**src/core/pg_params.svh**
```systemverilog
`ifndef PG_PARAMS_SVH
`define PG_PARAMS_SVH
// Register byte addresses (lower 16 bits decoded)
`define PG_ADDR_DIR 16'hfebf
`define PG_ADDR_DATA 16'hff6f
`define PG_ADDR_PIN 16'hff5f
`define PG_ADDR_FC1 16'hff45
`define PG_ADDR_FC2 16'hffac
`define PG_ADDR_CFG 16'hff00
// Reset values
`define PG_DIR_RST_M45 5'h10
`define PG_DIR_RST_M67 5'h00
`define PG_DATA_RST 5'h00
`define PG_FC1_RST 8'h0f
`define PG_FC2_RST 8'h30
`define PG_CFG_RST 8'h00
// Field positions
`define PG_FC1_CS5S 5
`define PG_FC1_CS4S 4
`define PG_FC2_SELECT_GROUP_TWO_TO_FIVE_ENABLE 4
`define PG_FC2_CS167E 5
`define PG_FC1_CSS17 7
`define PG_FC1_CSS36 6
`define PG_CFG_BUS_RELEASE_ENABLE 0
`define PG_CFG_KEEP 1
`define PG_CFG_F1DIR 2
`define PG_CFG_F0DIR 3
`define PG_CFG_F1DAT 4
`define PG_CFG_F0DAT 5
`define PG_PORT_W 5
`endif

```
**src/core/pg_pkg.sv**
```systemverilog
package pg_pkg;
  typedef enum logic [1:0] {
    PG_FN_IN,
    PG_FN_PORT_OUT,
    PG_FN_SELECT_OUT,
    PG_FN_BUS_REL
  } pg_fn_t;
  typedef struct packed {
    logic [4:0] dir;
    logic [4:0] data;
    logic [7:0] fc1;
    logic [7:0] fc2;
    logic [7:0] cfg;
  } pg_regs_t;
  typedef struct packed {
    logic [15:0] addr;
    logic [7:0] data;
  } pg_acc_t;
endpackage

```
**src/core/pg_port.sv**
```systemverilog
// Implementation choice: register access over AXI4-Lite.
`include "pg_params.svh"
// Functional notes
// - Modes 4-6, no release: F1 input if dir 0; CS5 if enable and select; else port.
// - F1 is bus acknowledge when release enabled in modes 4-6; mode 7 port only.
// - F0 likewise with CS4 select; bus request when release enabled; mode 7 port.
// - Interrupt 0 and 1 always follow F0 and F1 pins; use as port input.
// - Modes 6 and 7 unavailable on ROM-less variant.
// - Port G has five bidirectional pins sharing selects, trigger and interrupts.
// - Chip selects 0-3, 6, 7 route onto port G pins.
// - Direction register is write-only; reads undefined (zero); bits 7-5 reserved.
// - Reset loads direction 10 in modes 4/5, 00 in 6/7; standby retains.
// - Standby output-keep bit selects hold or float of bus control pins.
// - Data register read/write, reset to 00, kept in software standby.
// - Reserved bits 7-5 of data and pin registers read zero, writes ignored.
// - Pin-state register is read-only; writes do nothing.
// - Pin-state read gives data bit when output, pin level when input.
// - Pin-state follows pins after reset; held in software standby.
// - Decode lower 16 address bits at FEBF, FF6F, FF5F, FF45, FFAC.
// - With release disabled, request and acknowledge pins are port pins or CS4/CS5 selects.
module pg_port (
  // Clock and reset
  input wire logic clk_in,
  input wire logic reset_in,
  // Mode and standby
  input wire logic [2:0] mode_in,
  input wire logic rom_less_in,
  input wire logic sw_standby_in,
  // AXI4-Lite write
  input wire logic [31:0] s_axi_awaddr_in,
  input wire logic s_axi_awvalid_in,
  output logic s_axi_awready_out,
  input wire logic [31:0] s_axi_wdata_in,
  input wire logic [3:0] s_axi_wstrb_in,
  input wire logic s_axi_wvalid_in,
  output logic s_axi_wready_out,
  output logic [1:0] s_axi_bresp_out,
  output logic s_axi_bvalid_out,
  input wire logic s_axi_bready_in,
  // AXI4-Lite read
  input wire logic [31:0] s_axi_araddr_in,
  input wire logic s_axi_arvalid_in,
  output logic s_axi_arready_out,
  output logic [31:0] s_axi_rdata_out,
  output logic [1:0] s_axi_rresp_out,
  output logic s_axi_rvalid_out,
  input wire logic s_axi_rready_in,
  // Port G pins
  input wire logic [4:0] pg_pin_in,
  output logic [4:0] pg_pin_out,
  output logic [4:0] pg_pin_oe_out,
  // Chip-select sources for port G and port F bits 1 and 0
  input wire logic [7:0] chip_select_n_in,
  // Port F bits 1 and 0
  input wire logic [1:0] pf_pin_in,
  output logic [1:0] pf_pin_out,
  output logic [1:0] pf_pin_oe_out,
  input wire logic bus_ack_n_in,
  // Decoded inputs
  output logic ext_interrupt_zero_out,
  output logic ext_interrupt_one_out,
  output logic ext_interrupt_six_out,
  output logic ext_interrupt_seven_out,
  output logic converter_trigger_input_out,
  output logic bus_request_input_out,
  // Status
  output logic mode_error_out
);
  // Register state
  pg_pkg::pg_regs_t regs_q;
  pg_pkg::pg_regs_t regs_d;
  logic [4:0] dir_rst;
  logic [4:0] pin_view_q;
  logic [4:0] pin_view_d;

  // Write channel state
  logic aw_full_q;
  logic aw_full_d;
  logic w_full_q;
  logic w_full_d;
  logic [15:0] awaddr_q;
  logic [15:0] awaddr_d;
  logic [7:0] wdata_q;
  logic [7:0] wdata_d;
  logic wstrb_q;
  logic wstrb_d;
  logic bvalid_q;
  logic bvalid_d;
  logic [1:0] bresp_q;
  logic [1:0] bresp_d;

  // Read channel state
  logic rvalid_q;
  logic rvalid_d;
  logic [31:0] rdata_q;
  logic [31:0] rdata_d;
  logic [1:0] rresp_q;
  logic [1:0] rresp_d;

  // Decode and pin selection
  logic [4:0] pg_view;
  logic bus_mode;
  logic bus_release_enable;
  logic keep_out;
  logic select_group_two_to_five_enable;
  logic cs167e;
  logic do_write;
  logic hit_w;
  logic [7:0] rd_byte;
  logic rd_hit;
  pg_pkg::pg_fn_t f1_fn;
  pg_pkg::pg_fn_t f0_fn;
  logic [4:0] pg_sel_en;
  logic [4:0] pg_sel_val;

  assign bus_mode = (mode_in == 3'h4) || (mode_in == 3'h5) || (mode_in == 3'h6);
  assign dir_rst = ((mode_in == 3'h4) || (mode_in == 3'h5)) ? `PG_DIR_RST_M45 : `PG_DIR_RST_M67;
  assign mode_error_out = rom_less_in && ((mode_in == 3'h6) || (mode_in == 3'h7));
  assign bus_release_enable = regs_q.cfg[`PG_CFG_BUS_RELEASE_ENABLE];
  assign keep_out = regs_q.cfg[`PG_CFG_KEEP];
  assign select_group_two_to_five_enable = regs_q.fc2[`PG_FC2_SELECT_GROUP_TWO_TO_FIVE_ENABLE];
  assign cs167e = regs_q.fc2[`PG_FC2_CS167E];

  // Port F bit 1 and bit 0 function selection
  always_comb begin
    if (bus_mode && bus_release_enable) begin
      f1_fn = pg_pkg::PG_FN_BUS_REL;
      f0_fn = pg_pkg::PG_FN_BUS_REL;
    end else if (bus_mode) begin
      if (!regs_q.cfg[`PG_CFG_F1DIR]) begin
        f1_fn = pg_pkg::PG_FN_IN;
      end else if (select_group_two_to_five_enable && regs_q.fc1[`PG_FC1_CS5S]) begin
        f1_fn = pg_pkg::PG_FN_SELECT_OUT;
      end else begin
        f1_fn = pg_pkg::PG_FN_PORT_OUT;
      end
      if (!regs_q.cfg[`PG_CFG_F0DIR]) begin
        f0_fn = pg_pkg::PG_FN_IN;
      end else if (select_group_two_to_five_enable && regs_q.fc1[`PG_FC1_CS4S]) begin
        f0_fn = pg_pkg::PG_FN_SELECT_OUT;
      end else begin
        f0_fn = pg_pkg::PG_FN_PORT_OUT;
      end
    end else begin
      f1_fn = regs_q.cfg[`PG_CFG_F1DIR] ? pg_pkg::PG_FN_PORT_OUT : pg_pkg::PG_FN_IN;
      f0_fn = regs_q.cfg[`PG_CFG_F0DIR] ? pg_pkg::PG_FN_PORT_OUT : pg_pkg::PG_FN_IN;
    end
  end

  // Port F pin drive
  always_comb begin
    unique case (f1_fn)
      pg_pkg::PG_FN_IN: begin
        pf_pin_out[1] = 1'b0;
        pf_pin_oe_out[1] = 1'b0;
      end
      pg_pkg::PG_FN_PORT_OUT: begin
        pf_pin_out[1] = regs_q.cfg[`PG_CFG_F1DAT];
        pf_pin_oe_out[1] = 1'b1;
      end
      pg_pkg::PG_FN_SELECT_OUT: begin
        pf_pin_out[1] = chip_select_n_in[5];
        pf_pin_oe_out[1] = !sw_standby_in || keep_out;
      end
      pg_pkg::PG_FN_BUS_REL: begin
        pf_pin_out[1] = bus_ack_n_in;
        pf_pin_oe_out[1] = !sw_standby_in || keep_out;
      end
    endcase
    unique case (f0_fn)
      pg_pkg::PG_FN_PORT_OUT: begin
        pf_pin_out[0] = regs_q.cfg[`PG_CFG_F0DAT];
        pf_pin_oe_out[0] = 1'b1;
      end
      pg_pkg::PG_FN_SELECT_OUT: begin
        pf_pin_out[0] = chip_select_n_in[4];
        pf_pin_oe_out[0] = !sw_standby_in || keep_out;
      end
      pg_pkg::PG_FN_IN, pg_pkg::PG_FN_BUS_REL: begin
        pf_pin_out[0] = 1'b0;
        pf_pin_oe_out[0] = 1'b0;
      end
    endcase
  end

  assign bus_request_input_out = (f0_fn == pg_pkg::PG_FN_BUS_REL) ? pf_pin_in[0] : 1'b1;
  assign ext_interrupt_zero_out = pf_pin_in[0];
  assign ext_interrupt_one_out = pf_pin_in[1];
  assign ext_interrupt_six_out = pg_pin_in[2];
  assign ext_interrupt_seven_out = pg_pin_in[1];
  assign converter_trigger_input_out = pg_pin_in[0];

  // Port G chip-select routing: pin 0..3
  always_comb begin
    pg_sel_en = 5'h00;
    pg_sel_val = 5'h1f;
    if (bus_mode) begin
      pg_sel_en[0] = 1'b1;
      pg_sel_val[0] = chip_select_n_in[0];
      pg_sel_en[1] = regs_q.fc1[`PG_FC1_CSS36] ? cs167e : select_group_two_to_five_enable;
      pg_sel_val[1] = regs_q.fc1[`PG_FC1_CSS36] ? chip_select_n_in[6] : chip_select_n_in[3];
      pg_sel_en[2] = select_group_two_to_five_enable;
      pg_sel_val[2] = chip_select_n_in[2];
      pg_sel_en[3] = cs167e;
      pg_sel_val[3] = regs_q.fc1[`PG_FC1_CSS17] ? chip_select_n_in[7] : chip_select_n_in[1];
    end
  end

  genvar gi;
  generate
    for (gi = 0; gi < `PG_PORT_W; gi++) begin : g_pin
      always_comb begin
        if (!regs_q.dir[gi]) begin
          pg_pin_out[gi] = 1'b0;
          pg_pin_oe_out[gi] = 1'b0;
        end else if (pg_sel_en[gi]) begin
          pg_pin_out[gi] = pg_sel_val[gi];
          pg_pin_oe_out[gi] = !sw_standby_in || keep_out;
        end else begin
          pg_pin_out[gi] = regs_q.data[gi];
          pg_pin_oe_out[gi] = 1'b1;
        end
      end
      assign pg_view[gi] = regs_q.dir[gi] ? regs_q.data[gi] : pg_pin_in[gi];
    end
  endgenerate

  // Register and pin view update
  assign do_write = aw_full_q && w_full_q && !bvalid_q;
  always_comb begin
    regs_d = regs_q;
    hit_w = 1'b1;
    if (do_write && wstrb_q) begin
      unique case (awaddr_q)
        `PG_ADDR_DIR: regs_d.dir = wdata_q[4:0];
        `PG_ADDR_DATA: regs_d.data = wdata_q[4:0];
        `PG_ADDR_PIN: hit_w = 1'b1;
        `PG_ADDR_FC1: regs_d.fc1 = wdata_q;
        `PG_ADDR_FC2: regs_d.fc2 = {wdata_q[7:3], regs_q.fc2[2:0]};
        `PG_ADDR_CFG: regs_d.cfg = {2'h0, wdata_q[5:0]};
        default: hit_w = 1'b0;
      endcase
    end else if (do_write) begin
      unique case (awaddr_q)
        `PG_ADDR_DIR, `PG_ADDR_DATA, `PG_ADDR_PIN, `PG_ADDR_FC1, `PG_ADDR_FC2, `PG_ADDR_CFG: hit_w = 1'b1;
        default: hit_w = 1'b0;
      endcase
    end
    pin_view_d = sw_standby_in ? pin_view_q : pg_view;
  end

  // Read decode
  always_comb begin
    rd_byte = 8'h00;
    rd_hit = 1'b1;
    unique case (s_axi_araddr_in[15:0])
      `PG_ADDR_DIR: rd_byte = 8'h00;
      `PG_ADDR_DATA: rd_byte = {3'h0, regs_q.data};
      `PG_ADDR_PIN: rd_byte = {3'h0, pin_view_q};
      `PG_ADDR_FC1: rd_byte = regs_q.fc1;
      `PG_ADDR_FC2: rd_byte = regs_q.fc2;
      `PG_ADDR_CFG: rd_byte = regs_q.cfg;
      default: rd_hit = 1'b0;
    endcase
  end

  // AXI4-Lite handshake
  assign s_axi_awready_out = !aw_full_q;
  assign s_axi_wready_out = !w_full_q;
  assign s_axi_arready_out = !rvalid_q;
  assign s_axi_bvalid_out = bvalid_q;
  assign s_axi_bresp_out = bresp_q;
  assign s_axi_rvalid_out = rvalid_q;
  assign s_axi_rdata_out = rdata_q;
  assign s_axi_rresp_out = rresp_q;

  // Write channel next state
  always_comb begin
    aw_full_d = aw_full_q;
    w_full_d = w_full_q;
    awaddr_d = awaddr_q;
    wdata_d = wdata_q;
    wstrb_d = wstrb_q;
    bvalid_d = bvalid_q;
    bresp_d = bresp_q;
    if (s_axi_awvalid_in && !aw_full_q) begin
      aw_full_d = 1'b1;
      awaddr_d = s_axi_awaddr_in[15:0];
    end
    if (s_axi_wvalid_in && !w_full_q) begin
      w_full_d = 1'b1;
      wdata_d = s_axi_wdata_in[7:0];
      wstrb_d = s_axi_wstrb_in[0];
    end
    if (do_write) begin
      aw_full_d = 1'b0;
      w_full_d = 1'b0;
      bvalid_d = 1'b1;
      bresp_d = hit_w ? 2'h0 : 2'h3;
    end
    if (bvalid_q && s_axi_bready_in) begin
      bvalid_d = 1'b0;
    end
  end

  // Read channel next state
  always_comb begin
    rvalid_d = rvalid_q;
    rdata_d = rdata_q;
    rresp_d = rresp_q;
    if (s_axi_arvalid_in && !rvalid_q) begin
      rvalid_d = 1'b1;
      rdata_d = {24'h000000, rd_byte};
      rresp_d = rd_hit ? 2'h0 : 2'h3;
    end else if (rvalid_q && s_axi_rready_in) begin
      rvalid_d = 1'b0;
    end
  end

  // Register and pin view state
  always_ff @(posedge clk_in) begin
    if (reset_in) begin
      regs_q.dir <= dir_rst;
      regs_q.data <= `PG_DATA_RST;
      regs_q.fc1 <= `PG_FC1_RST;
      regs_q.fc2 <= `PG_FC2_RST;
      regs_q.cfg <= `PG_CFG_RST;
      pin_view_q <= pg_pin_in;
    end else begin
      regs_q <= regs_d;
      pin_view_q <= pin_view_d;
    end
  end

  // Write channel state
  always_ff @(posedge clk_in) begin
    if (reset_in) begin
      aw_full_q <= 1'b0;
      w_full_q <= 1'b0;
      awaddr_q <= 16'h0000;
      wdata_q <= 8'h00;
      wstrb_q <= 1'b0;
      bvalid_q <= 1'b0;
      bresp_q <= 2'h0;
    end else begin
      aw_full_q <= aw_full_d;
      w_full_q <= w_full_d;
      awaddr_q <= awaddr_d;
      wdata_q <= wdata_d;
      wstrb_q <= wstrb_d;
      bvalid_q <= bvalid_d;
      bresp_q <= bresp_d;
    end
  end

  // Read channel state
  always_ff @(posedge clk_in) begin
    if (reset_in) begin
      rvalid_q <= 1'b0;
      rdata_q <= 32'h00000000;
      rresp_q <= 2'h0;
    end else begin
      rvalid_q <= rvalid_d;
      rdata_q <= rdata_d;
      rresp_q <= rresp_d;
    end
  end
endmodule

```
**config.mk**
```make
export PLATFORM = sky130hd
export DESIGN_NAME = pg_port
export DESIGN_NICKNAME = d
export VERILOG_FILES = /design/src/core/pg_pkg.sv /design/src/core/pg_port.sv
export VERILOG_INCLUDE_DIRS = /design/src /design/src/core
export SDC_FILE = /design/constraint.sdc
export NUM_CORES = 1
export LEC_CHECK = 0
export ABC_CLOCK_PERIOD_IN_PS = 5300
export BUFFER_PORTS_ARGS = -buffer_cell sky130_fd_sc_hd__buf_2
export CORE_MARGIN = 4
export CORE_UTILIZATION = 49
export CTS_CLUSTER_DIAMETER = 150
export DETAILED_ROUTE_END_ITERATION = 8
export GPL_ROUTABILITY_DRIVEN = 0
export PLACE_DENSITY = 0.86
export SLEW_MARGIN = 10
export SYNTH_ARGS = -nofsm -noshare
export SYNTH_HDL_FRONTEND = slang
export SYNTH_SLANG_ARGS = --single-unit
```
**constraint.sdc**
```tcl
create_clock -name clk_in -period 5.3 [get_ports clk_in]
set_input_delay 0.53 -clock clk_in [delete_from_list [all_inputs] [get_ports clk_in]]
set_output_delay 0.53 -clock clk_in [all_outputs]
set_load 0.02 [all_outputs]
```
==> impl_metrics.yaml <==
logic_synthesis:
  ys_seq_area_frac: 0.4243
  ys_seq_elements: 73
  synth_cells: 425
  ys_async_sr_fraction: 0
  yosys_warnings: 0
  yosysUniqueCellTypes: 53
  syn_area_mm2: 0.003680
  yosys_most_used_dff: "dfxtp_1"
  avgSynthCellArea_um2: 8.658
  synth_edf_count: 10
routing:
  wl_per_cell_um: 14.69
  antenna_left: 0
  firstDrtPassIters: 4
  viasPerCell: 5.453
  wl_um: 9154
  drc: 0
  detail_route.iter0.violations: 207
  via_count: 3397
timing:
  slew_violations: 0
  rsz0062_at_grt: "false"
  fin_ws_ps: 2813
  period_needed_ps: 2487
  tns_ps: 0
  whs_ps: 366.7
  setup_violations: 0
  finClkSkew_ps: 12.85
  maxSlewHeadroom: 0.3851
  worst_pin_slew_ps: 920.5
  hold_viol: 0
  finalCritPeriodShare: 0.4692
  clock.fmax_ghz: 0.4021
clock_network:
  cts_setup_buffers: 0
  cts_buffers: 9
  root_buffer: "clkbuf_8"
  clk_latency_ps: 350
  cts_tree: "done"
  cts.repair.resized: 0
  postCtsHoldBufs: 0
  cts.htree.levels: 3
  cts_buffer_depth: 2
  cts_sinks: 73
  cts.clk_slew.worst_paths_ps: 80
die:
  fp-row-count: 31
  die_height_um: 94.66
  ios: 190
  die_w_um: 94.66
  start_util: 0.5046
  die_area_mm2: 0.008961
  core-area_mm2: 0.007292
hold_path:
  min_path_type: "in -> reg"
  min_from: "s_axi_rready_in"
outcome:
  status: "finished clean"
placement:
  portBuffers: 104
  dpl.hpwl_um: 7000
  place_ws_ps: 2829
finish:
  diodes: 0
  nets: 647
  area_delta_synth_final_pct: 17.99
  drive_gt1_frac: 0.2557
run:
  drv_cap: 0
grt:
  grt_antenna_before_repair: 0
  grt_start_max_net_pins: 71
  grt_usage: 0.2017
  grt_pass1_wl_um: 14180
  grt_pass1_vias: 3123
  grt-ovfl-total: 0
pwr:
  p_leak_nw: 1.818
  vdd_ir_drop_max_v: 0.0001573
  power.density_mw_per_mm2: 273.0
worst_setup_path:
  path_class: "in -> out"
  crit_required_ps: 4770
  startpoint: "mode_in[1]"
  start_kind: "primary input"
  cp_data_arrival_time_ps: 1960
  cp_max_fo: 11
  r2r_start: "s_axi_bvalid_out"
  end_kind: "output port"
[final timing paths]
| check | slack (ps) | depth (start not counted) | end |
|---|---|---|---|
| setup / recovery | 2810 | 8 | pf_pin_out[1] |
| hold / removal | 370 | 2 | s_axi_rvalid_out |
| setup reg to reg | 3230 | 5 | bus_release_enable |
| hold reg to reg | 450 | 2 | s_axi_rdata_out[5] |
[logic make-up after synthesis]
| group | Yosys count | share of synthesized area |
|---|---|---|
| muxes | 28 | 0.07752 |
| and+or+nand+nor | 187 | 0.2618 |
| buffers and inverters | 56 | 0.09010 |
| other | 1 | 0.001019 |
| xor gates and xnor gates | 1 | 0.002381 |
| DFF | 73 | 0.4243 |
| AOI/OAI and AO/OA | 79 | 0.1428 |
[worst max-delay path, cell delays in order]
cell and delay [ps]:
buf_2 110, a21boi_0 190, buf_4 230, and2_1 290
nand2_1 130, mux2i_1 130, o21ai_0 160, buf_2 190
[cells in the mapped netlist, drive strengths merged, types with 2 or more instances]
cell / n / share of area
nand4b: 2 / 0.0048
a222oi: 3 / 0.0082
nor2b: 11 / 0.019
and2: 13 / 0.022
mux2i: 24 / 0.065
dfxtp: 63 / 0.34
a22o: 3 / 0.0071
edfxtp: 10 / 0.082
nor4: 7 / 0.018
nand2b: 6 / 0.010
or3: 2 / 0.0034
a211o: 7 / 0.017
and4: 4 / 0.0095
and3: 4 / 0.0068
o21ai: 7 / 0.0095
a21boi: 4 / 0.0082
a31oi: 3 / 0.0051
nor3: 5 / 0.0082
buf: 35 / 0.069
nor2: 30 / 0.031
a21oi: 32 / 0.044
a221oi: 2 / 0.0048
a22oi: 5 / 0.010
nand3: 19 / 0.026
inv: 9 / 0.0092
or2: 2 / 0.0034
mux2: 4 / 0.012
a211oi: 4 / 0.0095
clkbuf: 12 / 0.012
nand2: 69 / 0.070
nand4: 6 / 0.010
o21a: 2 / 0.0041
nand3b: 3 / 0.0061
[cell type report]
| cell class | instances | area (um^2) |
|---|---|---|
| clock inverters | 4 | 50.05 |
| well taps | 99 | 123.9 |
| multi-input cells | 319 | 1873 |
| fillers | 660 | 2950 |
| clock buffers | 12 | 156.4 |
| repair buffers | 107 | 543.0 |
| inverters | 9 | 33.78 |
| flip-flops and latches | 73 | 1562 |
[through the flow]
stage / power [mW] / cells / instance area [um^2] / utilization
floorplan: 0.7129 / 448 / 3766 / -
global placement: 0.7444 / 607 / 4135 / 0.5671
detailed placement: 0.7494 / 607 / 4135 / 0.5671
finish: 1.185 / 623 / 4342 / 0.5954
CTS: 1.195 / 623 / 4342 / 0.5954
global route: 1.234 / 623 / 4342 / 0.5954
[cells in the final DEF (no fill, tap or decap), drive strengths merged, types with 3 or more instances in the layout]
cell	count
a211o	7
a211oi	4
a21boi	4
a21oi	32
a222oi	3
a22o	3
a22oi	5
a31oi	3
and2	13
and3	4
and4	4
buf	107
clkbuf	12
conb	24
dfxtp	63
edfxtp	10
inv	10
mux2	4
mux2i	24
nand2	69
nand2b	6
nand3	19
nand3b	3
nand4	6
nor2	30
nor2b	11
nor3	5
nor4	7
o21ai	7
[flip-flops by register name, indices dropped and copies added, names as in the netlist]
signal              count
pin_view_q              5
w_full_q                1
s_axi_bvalid_out        1
s_axi_rresp_out         1
aw_full_q               1
wdata_q                 8
s_axi_rvalid_out        1
s_axi_bresp_out         1
wstrb_q                 1
awaddr_q               16
regs_q                 26
bus_release_enable      1
cs167e                  1
s_axi_rdata_out         8
keep_out                1
[routing by layer]
metal / vias to the layer above / wire (um) / global-route usage
met5: - / 0 / 0
met2: 185 / 4224 / 0.3365
met4: 0 / 189 / 0.07212
met1: 1551 / 3853 / 0.2509
met3: 15 / 886 / 0.05339
li1: 1646 / - / -
[power by group]
group / internal, mW / switching (mW)
logic: 0.0509 / 0.0885
clock network: 0.247 / 0.201
registers: 0.581 / 0.0175
Note: power is estimated with default switching activity, not from simulation.
